**src/hdl/xctc_regs.svh**
```systemverilog
// register map, field positions, reset values and table constants of the rate compensation fifo
`ifndef XCTC_REGS_SVH
`define XCTC_REGS_SVH

// register byte offsets
`define XCTC_CTRL_OFS    8'h00
`define XCTC_STAT_OFS    8'h04

// control register fields: receive direction in the low byte, transmit in the next
`define XCTC_RX_DSEL_LSB 0
`define XCTC_RX_WSEL_LSB 3
`define XCTC_TX_DSEL_LSB 8
`define XCTC_TX_WSEL_LSB 11
`define XCTC_SEQ_DEL_BIT 16
`define XCTC_CTRL_RST    32'h0000_1c1c
`define XCTC_CTRL_MASK   32'h0001_1f1f

// status register fields
`define XCTC_ST_OVF_BIT  0
`define XCTC_ST_UNF_BIT  1
`define XCTC_ST_DEL_BIT  2
`define XCTC_ST_INS_BIT  3
`define XCTC_ST_FILL_LSB 8

// gap rule and column size in characters
`define XCTC_MIN_IPG     6'd5
`define XCTC_COL_CHARS   6'd4
`define XCTC_GAP_MAX     6'h3f

// control character codes
`define XCTC_CH_IDLE     8'h07
`define XCTC_CH_IDLE_K   8'hbc
`define XCTC_CH_IDLE_A   8'h7c
`define XCTC_CH_IDLE_R   8'h1c
`define XCTC_CH_SEQ      8'h9c
`define XCTC_CH_START    8'hfb
`define XCTC_CH_TERM     8'hfd

// depth codes and {depth, low, high} thresholds per depth / watermark selection
`define XCTC_DSEL_PLAIN  3'b000
`define XCTC_DSEL_12     3'b001
`define XCTC_DSEL_16     3'b010
`define XCTC_DSEL_24     3'b011
`define XCTC_T32_11      {6'd32, 6'd15, 6'd18}
`define XCTC_T32_10      {6'd32, 6'd13, 6'd20}
`define XCTC_T32_01      {6'd32, 6'd10, 6'd23}
`define XCTC_T32_00      {6'd32, 6'd6,  6'd27}
`define XCTC_T24_1X      {6'd24, 6'd9,  6'd14}
`define XCTC_T24_01      {6'd24, 6'd6,  6'd17}
`define XCTC_T24_00      {6'd24, 6'd5,  6'd19}
`define XCTC_T16_1X      {6'd16, 6'd7,  6'd10}
`define XCTC_T16_0X      {6'd16, 6'd5,  6'd12}
`define XCTC_T12         {6'd12, 6'd4,  6'd7}
`define XCTC_T8          {6'd8,  6'd0,  6'd8}

`endif

```
**src/hdl/xctc_pkg.sv**
```systemverilog
// types shared by the rate compensation fifo
package xctc_pkg;
  // one lane: error flag, control flag, character
  typedef struct packed {
    logic       err;
    logic       ctrl;
    logic [7:0] data;
  } xctc_lane_s;
  // one 40-bit column, lane 0 first on the wire
  typedef struct packed {
    xctc_lane_s [3:0] lane;
  } xctc_col_s;
  // selected size and thresholds
  typedef struct packed {
    logic [5:0] depth;
    logic [5:0] low;
    logic [5:0] high;
  } xctc_cfg_s;
  // ahb-lite address phase as seen by the slave
  typedef struct packed {
    logic        sel;
    logic [31:0] addr;
    logic [1:0]  trans;
    logic        write;
    logic [2:0]  size;
  } xctc_ahb_s;
endpackage : xctc_pkg

```
**src/hdl/xctc_fifo.sv**
```systemverilog
// rate compensation fifo with ahb-lite control and status registers
//
// The AHB-Lite slave port and the register addresses were chosen for this implementation.
`timescale 1ns/1ns
`include "xctc_regs.svh"
//
// Summary of operation
// - storage of 32 columns, 40 bits each
// - receive and transmit depth fields kept separately
// - delete idle, insert idle, optionally delete sequence
// - insert and delete whole four-character columns only
// - insert only after idle or sequence column
// - never insert while a packet is passing
// - idle deletion keeps gap at five characters minimum
// - first idle column after terminate kept
// - of two back-to-back sequence columns delete one
// - read side inserts from low watermark until above midpoint
// - write side drops from high watermark until below midpoint
// - one column written per cycle unless dropped
// - one column read per cycle unless inserting
// - depth and watermark selectors share one register
// - overflow or underflow flags error, restarts fifo
// - error flags sticky, cleared by status read
// - top depth bit gives 32 deep, 01 gives 10/23
// - codes 011, 010, 001 give 24, 16, 12 deep
// - code 000 plain 8 deep, no compensation
module xctc_fifo
  import xctc_pkg::*;
#(
  parameter bit IS_TX     = 1'b0,
  parameter int DEPTH_MAX = 32
) (
  // clock and reset
  input  wire logic        hclk,
  input  wire logic        hresetn,
  // ahb-lite slave
  input  wire logic        hsel,
  input  wire logic [31:0] haddr,
  input  wire logic [1:0]  htrans,
  input  wire logic        hwrite,
  input  wire logic [2:0]  hsize,
  input  wire logic [31:0] hwdata,
  input  wire logic        hready,
  output logic             hreadyout,
  output logic             hresp,
  output logic [31:0]      hrdata,
  // column stream in
  input  wire logic        in_valid,
  input  wire xctc_col_s   in_col,
  // column stream out
  input  wire logic        out_ready,
  output logic             out_valid,
  output xctc_col_s        out_col
);

  localparam int PW = $clog2(DEPTH_MAX);

  // column classification helpers
  function automatic logic is_idle_char(input xctc_lane_s l);
    return l.ctrl & ((l.data == `XCTC_CH_IDLE) | (l.data == `XCTC_CH_IDLE_K) |
                     (l.data == `XCTC_CH_IDLE_A) | (l.data == `XCTC_CH_IDLE_R));
  endfunction : is_idle_char

  function automatic logic is_idle_col(input xctc_col_s c);
    return is_idle_char(c.lane[0]) & is_idle_char(c.lane[1]) &
           is_idle_char(c.lane[2]) & is_idle_char(c.lane[3]);
  endfunction : is_idle_col

  function automatic logic is_seq_col(input xctc_col_s c);
    return c.lane[0].ctrl & (c.lane[0].data == `XCTC_CH_SEQ);
  endfunction : is_seq_col

  function automatic logic is_start_col(input xctc_col_s c);
    return c.lane[0].ctrl & (c.lane[0].data == `XCTC_CH_START);
  endfunction : is_start_col

  // characters from the terminate to the column end, zero when none
  function automatic logic [5:0] term_chars(input xctc_col_s c);
    logic [5:0] n;
    n = 6'd0;
    for (int k = 3; k >= 0; k--) begin
      if (c.lane[k].ctrl && c.lane[k].data == `XCTC_CH_TERM) begin
        n = `XCTC_COL_CHARS - 6'(k);
      end
    end
    return n;
  endfunction : term_chars

  // size and thresholds from the depth and watermark selectors
  function automatic xctc_cfg_s cfg_of(input logic [2:0] dsel, input logic [1:0] wsel);
    xctc_cfg_s c;
    c = `XCTC_T8;
    if (dsel[2]) begin
      unique case (wsel)
        2'b11:   c = `XCTC_T32_11;
        2'b10:   c = `XCTC_T32_10;
        2'b01:   c = `XCTC_T32_01;
        default: c = `XCTC_T32_00;
      endcase
    end else if (dsel == `XCTC_DSEL_24) begin
      c = wsel[1] ? `XCTC_T24_1X : (wsel[0] ? `XCTC_T24_01 : `XCTC_T24_00);
    end else if (dsel == `XCTC_DSEL_16) begin
      c = wsel[1] ? `XCTC_T16_1X : `XCTC_T16_0X;
    end else if (dsel == `XCTC_DSEL_12) begin
      c = `XCTC_T12;
    end
    return c;
  endfunction : cfg_of

  localparam xctc_col_s IDLE_COL = {4{1'b0, 1'b1, `XCTC_CH_IDLE}};

  // state
  logic [31:0]     ctrl_q;
  logic            ovf_q, unf_q;
  xctc_ahb_s       aph_q;
  logic [31:0]     hrdata_q;
  localparam int WIDTH_C = $bits(xctc_col_s);
  logic [WIDTH_C-1:0] mem [DEPTH_MAX];
  logic [PW-1:0]   wr_idx_q, rd_idx_q;
  logic [5:0]      count_q, count_d;
  logic            del_mode_q, ins_mode_q;
  logic            pkt_q, first_after_t_q, prev_seq_q;
  logic [5:0]      gap_q, gap_d;
  logic            rd_pkt_q, last_gapish_q;
  logic            out_valid_q;
  xctc_col_s       out_col_q;

  // active configuration: each direction owns its own selector pair
  wire logic [2:0] dsel    = IS_TX ? ctrl_q[`XCTC_TX_DSEL_LSB +: 3] : ctrl_q[`XCTC_RX_DSEL_LSB +: 3];
  wire logic [1:0] wsel    = IS_TX ? ctrl_q[`XCTC_TX_WSEL_LSB +: 2] : ctrl_q[`XCTC_RX_WSEL_LSB +: 2];
  wire xctc_cfg_s  cfg     = cfg_of(dsel, wsel);
  wire logic       ctc_on  = (dsel != `XCTC_DSEL_PLAIN);
  wire logic       seq_en  = ctrl_q[`XCTC_SEQ_DEL_BIT];
  wire logic [5:0] mid     = {1'b0, cfg.depth[5:1]};

  // write side classification
  wire logic       in_idle = is_idle_col(in_col);
  wire logic       in_seq  = is_seq_col(in_col);
  wire logic [5:0] in_term = term_chars(in_col);
  wire logic       gap_ok  = (gap_q >= `XCTC_MIN_IPG);

  // whole idle columns only, never the first after a terminate, never inside a packet
  wire logic del_idle = in_idle & !first_after_t_q & gap_ok;
  // second of a back-to-back sequence pair, only when software allows it
  wire logic del_seq  = in_seq & seq_en & prev_seq_q;
  wire logic drop     = in_valid & ctc_on & del_mode_q & !pkt_q & (del_idle | del_seq);
  wire logic do_wr    = in_valid & !drop;

  // read side: insert an idle column only behind idle or sequence, out of packets
  wire logic ins_now  = out_ready & ctc_on & ins_mode_q & last_gapish_q & !rd_pkt_q;
  wire logic rd_try   = out_ready & !ins_now;
  wire logic unf      = rd_try & (count_q == 6'd0);
  wire logic do_rd    = rd_try & !unf;
  wire logic ovf      = do_wr & (count_q >= cfg.depth) & !do_rd;
  wire logic err      = ovf | unf;
  wire logic do_wr_ok = do_wr & !ovf;

  wire logic [PW-1:0] wr_nxt = (6'(wr_idx_q) >= cfg.depth - 6'd1) ? '0 : wr_idx_q + PW'(1);
  wire logic [PW-1:0] rd_nxt = (6'(rd_idx_q) >= cfg.depth - 6'd1) ? '0 : rd_idx_q + PW'(1);
  wire xctc_col_s     rd_col = xctc_col_s'(mem[rd_idx_q]);
  wire xctc_col_s     emit   = do_rd ? rd_col : IDLE_COL;

  // fill level follows accepted writes and reads
  assign count_d = count_q + 6'(do_wr_ok) - 6'(do_rd);

  // gap counter: characters since the last terminate that actually went into the fifo
  always_comb begin
    gap_d = gap_q;
    if (in_valid) begin
      if (in_term != 6'd0) begin
        gap_d = in_term;
      end else if (is_start_col(in_col) || (!in_idle && !in_seq)) begin
        gap_d = 6'd0;
      end else if (do_wr && gap_q <= `XCTC_GAP_MAX - `XCTC_COL_CHARS) begin
        gap_d = gap_q + `XCTC_COL_CHARS;
      end
    end
  end

  // storage array; no reset since contents are qualified by the pointers
  always_ff @(posedge hclk) begin
    if (do_wr_ok) begin
      mem[wr_idx_q] <= in_col;
    end
  end

  // pointers and fill level; an error restarts them half full
  always_ff @(posedge hclk or negedge hresetn) begin
    if (!hresetn) begin
      wr_idx_q <= '0;
      rd_idx_q <= '0;
      count_q  <= 6'd0;
    end else if (err) begin
      wr_idx_q <= PW'(mid);
      rd_idx_q <= '0;
      count_q  <= mid;
    end else begin
      wr_idx_q <= do_wr_ok ? wr_nxt : wr_idx_q;
      rd_idx_q <= do_rd ? rd_nxt : rd_idx_q;
      count_q  <= count_d;
    end
  end

  // watermark hysteresis: the midpoint band keeps the modes from chattering
  always_ff @(posedge hclk or negedge hresetn) begin
    if (!hresetn) begin
      del_mode_q <= 1'b0;
      ins_mode_q <= 1'b0;
    end else if (err || !ctc_on) begin
      del_mode_q <= 1'b0;
      ins_mode_q <= 1'b0;
    end else begin
      del_mode_q <= (count_q >= cfg.high) | (del_mode_q & (count_q >= mid));
      ins_mode_q <= (count_q <= cfg.low) | (ins_mode_q & (count_q <= mid));
    end
  end

  // write side stream tracking
  always_ff @(posedge hclk or negedge hresetn) begin
    if (!hresetn) begin
      pkt_q           <= 1'b0;
      first_after_t_q <= 1'b0;
      prev_seq_q      <= 1'b0;
      gap_q           <= 6'd0;
    end else if (in_valid) begin
      pkt_q           <= (in_term != 6'd0) ? 1'b0 : (pkt_q | is_start_col(in_col));
      first_after_t_q <= (in_term != 6'd0);
      prev_seq_q      <= in_seq & do_wr; // a deleted one cannot pair again
      gap_q           <= gap_d;
    end
  end

  // read side stream tracking and output column
  always_ff @(posedge hclk or negedge hresetn) begin
    if (!hresetn) begin
      rd_pkt_q      <= 1'b0;
      last_gapish_q <= 1'b0;
      out_valid_q   <= 1'b0;
      out_col_q     <= '0;
    end else begin
      out_valid_q <= out_ready;
      if (out_ready) begin
        out_col_q     <= emit;
        last_gapish_q <= is_idle_col(emit) | is_seq_col(emit);
        rd_pkt_q      <= (term_chars(emit) != 6'd0) ? 1'b0 : (rd_pkt_q | is_start_col(emit));
      end
    end
  end

  // ahb-lite decode; the slave never stalls and always answers okay
  wire logic       aph_go   = hsel & htrans[1] & hready;
  wire logic       is_ctrl  = (haddr[7:0] == `XCTC_CTRL_OFS);
  wire logic       is_stat  = (haddr[7:0] == `XCTC_STAT_OFS);
  wire logic       stat_rd  = aph_go & !hwrite & is_stat;
  wire logic       ctrl_wr  = aph_q.sel & aph_q.write & (aph_q.addr[7:0] == `XCTC_CTRL_OFS);
  wire logic [31:0] stat_v  = {16'h0000, 2'b00, count_q, 4'h0, ins_mode_q, del_mode_q, unf_q, ovf_q};
  wire logic [31:0] rd_v    = is_ctrl ? ctrl_q : (is_stat ? stat_v : 32'h0000_0000);

  // address phase capture and read data; unmapped offsets in the low address byte read zero, upper address bits are not decoded
  always_ff @(posedge hclk or negedge hresetn) begin
    if (!hresetn) begin
      aph_q    <= '0;
      hrdata_q <= 32'h0000_0000;
    end else begin
      aph_q    <= aph_go ? {1'b1, haddr, htrans, hwrite, hsize} : '0;
      hrdata_q <= (aph_go && !hwrite) ? rd_v : hrdata_q;
    end
  end

  // control register: written in the data phase
  always_ff @(posedge hclk or negedge hresetn) begin
    if (!hresetn) begin
      ctrl_q <= `XCTC_CTRL_RST;
    end else if (ctrl_wr) begin
      ctrl_q <= hwdata & `XCTC_CTRL_MASK;
    end
  end

  // sticky error flags: a new event in the reading cycle wins over the clear
  always_ff @(posedge hclk or negedge hresetn) begin
    if (!hresetn) begin
      ovf_q <= 1'b0;
      unf_q <= 1'b0;
    end else begin
      ovf_q <= ovf | (ovf_q & !stat_rd);
      unf_q <= unf | (unf_q & !stat_rd);
    end
  end

  assign hreadyout = 1'b1;
  assign hresp     = 1'b0;
  assign hrdata    = hrdata_q;
  assign out_valid = out_valid_q;
  assign out_col   = out_col_q;

  // checks
  fill_bound_a: assert property (@(posedge hclk) disable iff (!hresetn)
    count_q <= 6'(DEPTH_MAX)) else $error("fill level above storage size");
  depth32_cfg_a: assert property (@(posedge hclk) disable iff (!hresetn)
    (dsel[2] && wsel == 2'b01) |-> (cfg.depth == 6'd32 && cfg.low == 6'd10 && cfg.high == 6'd23))
    else $error("32 deep watermark pair wrong");
  plain_mode_a: assert property (@(posedge hclk) disable iff (!hresetn)
    (dsel == `XCTC_DSEL_PLAIN) |-> (!drop && !ins_now && cfg.depth == 6'd8)) else $error("plain fifo compensates");
  first_idle_a: assert property (@(posedge hclk) disable iff (!hresetn)
    (in_valid && first_after_t_q && in_idle) |-> do_wr) else $error("first idle after terminate dropped");
  gap_keep_a: assert property (@(posedge hclk) disable iff (!hresetn)
    (drop && in_idle) |-> (gap_q >= 6'd5)) else $error("gap cut below five");
  seq_pair_a: assert property (@(posedge hclk) disable iff (!hresetn)
    (drop && in_seq) |=> !(drop && in_seq)) else $error("both sequence columns deleted");
  ins_idle_a: assert property (@(posedge hclk) disable iff (!hresetn)
    (ins_now && !err) |=> (out_valid && out_col == IDLE_COL && $stable(rd_idx_q)))
    else $error("insertion not an idle column");
  ins_trig_a: assert property (@(posedge hclk) disable iff (!hresetn)
    (ctc_on && count_q <= cfg.low && !err) |=> ins_mode_q) else $error("insertion not triggered");
  del_hold_a: assert property (@(posedge hclk) disable iff (!hresetn)
    (del_mode_q && ctc_on && !err && count_q >= mid) |=> del_mode_q) else $error("deletion left too early");
  err_restart_a: assert property (@(posedge hclk) disable iff (!hresetn)
    err |=> (count_q == $past(mid) && (ovf_q || unf_q))) else $error("error did not restart at midpoint");
  flag_clear_a: assert property (@(posedge hclk) disable iff (!hresetn)
    (stat_rd && !ovf) |=> !ovf_q) else $error("overflow flag not cleared by read");
  no_pkt_ins_a: assert property (@(posedge hclk) disable iff (!hresetn)
    rd_pkt_q |-> !ins_now) else $error("insertion inside packet");

  ins_seen_c:  cover property (@(posedge hclk) disable iff (!hresetn) ins_now ##1 ins_now);
  del_seen_c:  cover property (@(posedge hclk) disable iff (!hresetn) drop && in_idle);
  seq_del_c:   cover property (@(posedge hclk) disable iff (!hresetn) drop && in_seq);
  ovf_seen_c:  cover property (@(posedge hclk) disable iff (!hresetn) ovf ##1 stat_rd);

endmodule : xctc_fifo

```
**config.mk**
```make
export PLATFORM = sky130hd
export DESIGN_NAME = xctc_fifo
export DESIGN_NICKNAME = d
export VERILOG_FILES = /design/src/hdl/xctc_pkg.sv /design/src/hdl/xctc_fifo.sv
export VERILOG_INCLUDE_DIRS = /design/src /design/src/hdl
export SDC_FILE = /design/constraint.sdc
export NUM_CORES = 1
export LEC_CHECK = 0
export BUFFER_PORTS_ARGS = -buffer_cell sky130_fd_sc_hd__buf_2
export CAP_MARGIN = 30
export CORE_MARGIN = 8
export CORE_UTILIZATION = 42
export DETAILED_ROUTE_END_ITERATION = 8
export SLEW_MARGIN = 20
export SYNTH_ARGS = -nofsm -noshare
export SYNTH_HDL_FRONTEND = slang
export SYNTH_SLANG_ARGS = --single-unit
```
**constraint.sdc**
```tcl
create_clock -name hclk -period 4.2 [get_ports hclk]
set_input_delay 0.63 -clock hclk [delete_from_list [all_inputs] [get_ports hclk]]
set_output_delay 0.63 -clock hclk [all_outputs]
set_load 0.05 [all_outputs]
```
## Word-level counts from Yosys, hierarchy flattened

Memories as Yosys holds them, arrays and structs flattened.
Cells that the tools add are included.
W data, S select, Z words.

| operators by class | value |
|---|---|
| add/subtract/negate cells | 6 |
| $mul | 0 |
| divide/modulo/power cells | 0 |
| $lt $le $gt $ge | 9 |
| equality and inequality tests | 51 |
| shifts and indexed selects | 0 |
| mux-type cells | 37 |
| bitwise logic cells | 81 |
| reductions and logical operators | 36 |

Operators with widths:

| kind | number |
|---|---|
| $eq A8 B8 Y1 const B | 20 |
| $eq A8 B3 Y1 const B | 9 |
| $mux W6 | 11 |
| $eq A8 B5 Y1 const B | 8 |
| $eq A8 B7 Y1 const B | 8 |
| $and A1 B1 Y1 | 48 |
| $mux W40 | 1 |
| $mux W39 | 1 |
| $mux W18 | 2 |
| $mux W17 | 2 |
| $or A1 B1 Y1 | 33 |
| $mux W5 | 6 |
| $pmux W10 S3 | 1 |
| $logic_not A8 Y1 | 2 |
| $mux W8 | 2 |
| $mux W15 | 1 |
| $mux W14 | 1 |
| $logic_not A1 Y1 | 13 |
| $ge A5 B6 Y1 | 2 |
| $ge A6 B6 Y1 | 2 |
| $reduce_bool A6 Y1 | 2 |
| $logic_and A1 B1 Y1 | 11 |
| $add A5 B1 Y5 const B | 2 |
| $mux W10 | 1 |
| other kinds (19) | 31 |

| storage, ports and cells | value |
|---|---|
| flip-flop bits (word level) | 125 |
| bits in latches | 0 |
| RAM bits | 1280 |
| bits in read-only memories | 0 |
| bits of input ports | 116 |
| output and inout port bits | 75 |
| memories kept | 1 |

Memory list:

| memory | depth | width | rd ports | clocked after memory_dff | wr ports | RTL line | text |
|---|---|---|---|---|---|---|---|
| mem | 32 | 40 | 1 | 0 | 1 | xctc_fifo.sv:118 | `logic [WIDTH_C-1:0] mem [DEPTH_MAX];` |

## Logic depth before layout (Yosys ltp)

| depth | value |
|---|---|
| word-level depth | 21 |
| depth in mapped cells | 22 |

## Worst setup path after synthesis

No wires, ideal clock.

| path | value |
|---|---|
| path kind | reg-to-reg |
| from | register ctrl_q[1] |
| to | memory mem[12][0] in the netlist's numbering, enable pin |
| setup time | 438 ps |
| data arrival time | 3992 ps |
| data required time | 3762 ps |
| path slack | -229 ps |
| stages on the path, launching flop included | 12 |
| buffers on the path | 0 |
| path through | dfrtp_1 nor3_1 ha_1 inv_1 o31ai_1 a21o_1 a21o_1 a21oi_1 nor2_1 nor2_1 nand2_1 nor2_1 |

| on the way | value |
|---|---|
| longest elaborated chain between the ends | 16 |

Ends and longest elaborated chain:

| what | RTL line | text |
|---|---|---|
| from (decl) | xctc_fifo.sv:113 | `logic [31:0] ctrl_q;` |
| from (signal assigned) | xctc_fifo.sv:273 | `` ctrl_q <= `XCTC_CTRL_RST; `` |
| from (signal assigned) | xctc_fifo.sv:275 | `` ctrl_q <= hwdata & `XCTC_CTRL_MASK; `` |
| parallel branches: the longest is 13 deep, another holds $ge A6 B6 Y1 | n/a |  |
| $and A1 B1 Y1 (*) | xctc_fifo.sv:156 | `wire logic do_wr_ok = do_wr & !ovf;` |
| $mux W1 (*) | xctc_fifo.sv:182 | `if (do_wr_ok) begin` |
| $mux W1 (not written as such) (*) | xctc_fifo.sv:183 | `mem[wr_idx_q] <= in_col;` |
| to (decl) | xctc_fifo.sv:118 |  |

Mark *: on every way between the ends.

## Final worst setup path

| path | value |
|---|---|
| from | register count_q[2] |
| to | register last_gapish_q |

| on the way | value |
|---|---|
| longest elaborated chain between the ends | 14 |

Ends and longest elaborated chain:

| what | RTL line | text |
|---|---|---|
| from (decl) | xctc_fifo.sv:120 | `logic [5:0] count_q, count_d;` |
| from (signal assigned) | xctc_fifo.sv:196 | `count_q <= mid;` |
| from (signal assigned) | xctc_fifo.sv:200 | `count_q <= count_d;` |
| $logic_not A6 Y1 (*) | xctc_fifo.sv:152 | `wire logic unf = rd_try & (count_q == 6'd0);` |
| $and A1 B1 Y1 (*) | xctc_fifo.sv:152 |  |
| $logic_not A1 Y1 (*) | xctc_fifo.sv:153 | `wire logic do_rd = rd_try & !unf;` |
| $and A1 B1 Y1 (*) | xctc_fifo.sv:153 |  |
| $mux W40 (*) | xctc_fifo.sv:161 | `wire xctc_col_s emit = do_rd ? rd_col : IDLE_COL;` |
| $eq A8 B3 Y1 (no source line) or $eq A8 B8 Y1 (tied branches) | n/a |  |
| $or A1 B1 Y1 (3 in series) | xctc_fifo.sv:60 | `` return l.ctrl & ((l.data == `XCTC_CH_IDLE) \| (l.data == `XCTC_CH_IDLE_K) \| `` |
| $and A1 B1 Y1 | xctc_fifo.sv:60 |  |
| $and A1 B1 Y1 (2 in series) | xctc_fifo.sv:65 | `return is_idle_char(c.lane[0]) & is_idle_char(c.lane[1]) &` |
| $and A1 B1 Y1 | xctc_fifo.sv:66 | `is_idle_char(c.lane[2]) & is_idle_char(c.lane[3]);` |
| $or A1 B1 Y1 (*) | xctc_fifo.sv:244 | `last_gapish_q <= is_idle_col(emit) \| is_seq_col(emit);` |
| to (signal assigned) | xctc_fifo.sv:244 |  |
| to (decl) | xctc_fifo.sv:124 | `logic rd_pkt_q, last_gapish_q;` |

Every way passes the cells marked *; elsewhere a longest branch is shown, timed or not.
A chain may end at the register's enable or synchronous reset.

==> impl_metrics.tcl <==
set metrics [dict create \
    power_frac_clock_pct 29.6 \
    final_cells 5014 \
    dieHeight_um 378 \
    die_x_um 378 \
    synth-seq-area-share_pct 74.8 \
    dieArea_um2 143000 \
    avgSynthCellArea_um2 20.2 \
    cts_max_path_buffers 3 \
    synthTopCellsByCount "1280 x edfxtp_1, 323 x mux4_2, 130 x nand2_1" \
    grt.total_usage_pct 22.5 \
    cpMaxStageDelayCell "or4bb_1" \
    slew-limit-headroom_pct 44.1 \
    yosys.cell_types.count 83 \
    routabilityCongestion 0.903 \
    regToRegEndpoint "last_gapish_q" \
    maxCapViolations 0 \
    firstDrtPassIters 6 \
    regToRegSetupSlack_ns 0.24 \
    grt_pass1_wl_mm 227 \
    cts-root-buf "clkbuf_16" \
    synth.area.top_cells "edfxtp_1 70%, mux4_2 13%, dfrtp_1 4.5%" \
    p_leak_nw 21.8 \
    insertion_delay_ns 0.79 \
    vias 29800 \
    setup_violations 0 \
    finalWirelength_mm 162 \
    power_density_nw_per_um2 627 \
    tns_ns 0 \
    synth_area_um2 54900 \
    worstPathArrival_ns 4.68 \
    netlist_instances 2719 \
    vdd_drop_max_v 0.000464 \
    ant_nets 0 \
    worstPathMaxFanout 11 \
    yosys.area.top_type "edfxtp_1" \
    post_cts_buffers 0 \
    grt_pass1_vias 30300 \
    fmax_mhz 252 \
    rsz0062_at_grt "no" \
    power_switching_w 0.0129 \
    cts.sinks 1385 \
    switching_share_pct 31.6 \
    yosysMostFrequentCell "edfxtp_1" \
    reg2reg_depth 15 \
    pwr-share-seq_pct 40.4 \
    hold_path_startpoint "hwrite" \
    ys.warnings.count 0 \
    htreeDepth 4 \
    placedCellCount 4747 \
    finalCritPeriodShare_pct 94.4 \
    startpoint_type "flip-flop" \
    start_util_pct 42.3 \
    end_kind "flip-flop" \
    min_path_type "input port to flip-flop" \
    final_nets 3312 \
    drive_gt1_share_pct 31.1 \
    fin_util_pct 50.3 \
    fin_crit_ns 3.96 \
    antenna_found_initial 12 \
    worst_pin_slew_ns 0.837 \
    critPathKind "flip-flop to flip-flop" \
    max_stage_delay_ns 0.51 \
    ys_ff_latch 1385 \
    min_delay_path_depth 2 \
    vias_per_cell 5.94 \
    async_flop_share_pct 7.58 \
    port-buffer-count 119 \
    yosys.area.top_type_share_pct 70.0 \
    final_max_slew_viol_count 0 \
    r2r_start "count_q[2]" \
    holdWs_ns 0.0664 \
    min_to "aph_q[3]" \
    grt-ovfl-total 0 \
    synthFlopType "edfxtp_1" \
    place_hpwl_mm 104 \
    crit_top_cell "buf_4" \
    synthToLayoutAreaGrowth_pct 18.7 \
    rows 132 \
    cts_tree "done" \
    status "finished, final reports clean" \
    drc_errors 0 \
    p_int_w 0.0279 \
    finalClockSkew_ns 0.0442 \
    drtIter0Drc 3729 \
    synth_enable_flop_cells 1280 \
    path_cells "inv_1 > ha_1 > or4bb_1 > o311ai_4 > inv_4 > nand2_1 > buf_4 > o22ai_1 > buf_4 > or4_1 > nand2_1 > a31oi_1 > a31oi_1 > buf_4 > a31o_1" \
    hold_viol 0 \
    cp.required_ns 4.92 \
    fp.coreArea_um2 130000 \
    grt_max_degree 73 \
    cts_buffers 144 \
    wl_per_cell_um 32.3 \
    combPwrFrac_pct 30.0 \
    clkSlewWorstSetupHoldPaths_ns 0.06 \
    ios 191 \
]
## critical path: cells and delay by family (launching register included)
family / cells / cell delay, ns
compound gates: 5 / 0.99
fa+ha+maj: 1 / 0.17
buf+inv: 5 / 1.05
flops: 1 / 0.49
simple gates: 4 / 1.18
## cells in the final DEF (no fill, tap or decap), types with 17 or more instances in the layout
| cell type | n |
|---|---|
| edfxtp_1 | 1280 |
| mux4_2 | 323 |
| buf_4 | 187 |
| clkbuf_16 | 147 |
| nand2_1 | 130 |
| buf_2 | 118 |
| buf_12 | 110 |
| dfrtp_1 | 95 |
| mux2i_1 | 71 |
| nor2_1 | 70 |
| a22oi_1 | 56 |
| o21ai_0 | 50 |
| inv_1 | 48 |
| ha_1 | 42 |
| nand3_1 | 33 |
| nor2_4 | 32 |
| clkinv_2 | 32 |
| clkbuf_1 | 32 |
| a21oi_1 | 27 |
| clkinv_1 | 24 |
| a21o_1 | 23 |
| conb_1 | 22 |
| and2_1 | 18 |
| nor3_1 | 17 |
| a31oi_1 | 17 |
## sequential cells by signal (all words and copies together), names as in the netlist
| register | cells |
|---|---|
| aph_q | 10 |
| count_q | 6 |
| ctrl_q | 11 |
| del_mode_q | 1 |
| first_after_t_q | 1 |
| gap_q | 6 |
| hrdata | 12 |
| ins_mode_q | 1 |
| last_gapish_q | 1 |
| mem | 1280 |
| out_col | 40 |
| out_valid | 1 |
| ovf_q | 1 |
| pkt_q | 1 |
| prev_seq_q | 1 |
| rd_idx_q | 5 |
| rd_pkt_q | 1 |
| unf_q | 1 |
| wr_idx_q | 5 |
## logic make-up after synthesis
kind of cell,after synthesis,synth area share (%)
muxes,409,14.9
DFF,1385,74.8
other,2,0.0137
AOI/OAI and AO/OA,286,3.70
buffers and inverters,202,2.08
xor gates and xnor gates,11,0.176
and+or+nand+nor,381,3.33
adders and majority gates,43,0.994
## routing by layer
| layer | vias up | GRT usage (%) | wire (um) |
|---|---|---|---|
| met5 | - | 0 | 53 |
| met4 | 8 | 6.88 | 4900 |
| met3 | 284 | 5.82 | 16300 |
| met2 | 1553 | 35.6 | 76500 |
| met1 | 15900 | 30.7 | 64100 |
| li1 | 12100 | - | - |
## how the worst max path moves through the flow
stage / to / cells after the start / start / slack (ns)
final: last_gapish_q / 15 / count_q[2] / 0.24
after floorplan: mem[12][0] / 11 / ctrl_q[1] / -0.23
after CTS: mem[0][18] / 15 / ctrl_q[0] / 0.07
after detailed placement: count_q[4] / 21 / in_col[1] / -0.30
after global placement: count_q[4] / 21 / in_col[1] / -0.38
after global routing: last_gapish_q / 15 / count_q[2] / 0.006
## through the flow
stage | setup slack, ns | power (W) | cell area (um2)
global route | 0.00578 | 0.0422 | 65200
global placement | -0.376 | 0.0289 | 60700
finish | 0.237 | 0.0408 | 65200
detailed placement | -0.300 | 0.0290 | 60700
CTS | 0.0740 | 0.0411 | 65100
floorplan | -0.229 | 0.0245 | 55000
## cell type report
| type | instances | area [um2] |
|---|---|---|
| repair buffers | 418 | 4250 |
| clock buffers | 179 | 3800 |
| fillers | 10400 | 64500 |
| multi-input cells | 1152 | 13000 |
| diodes | 4 | 10.0 |
| well taps | 1742 | 2180 |
| flip-flops and latches | 1385 | 41100 |
| inverters | 52 | 198 |
| clock inverters | 82 | 619 |
## power groups by stage
stage,Combinational [W],Sequential (W),Clock [W]
floorplan,0.00725,0.0172,0
global placement,0.0121,0.0167,0
detailed placement,0.0122,0.0168,0
CTS,0.0123,0.0165,0.0123
global route,0.0129,0.0166,0.0128
finish,0.0122,0.0165,0.0121
## timing repair
item | 4_1_cts | 5_1_grt
endpoints found under the hold margin | 17 | 0
hold buffers | 1 | 0
setup endpoints to repair | 0 | 43
gates resized for setup | 0 | 2
(Power assumes the default switching activity.)
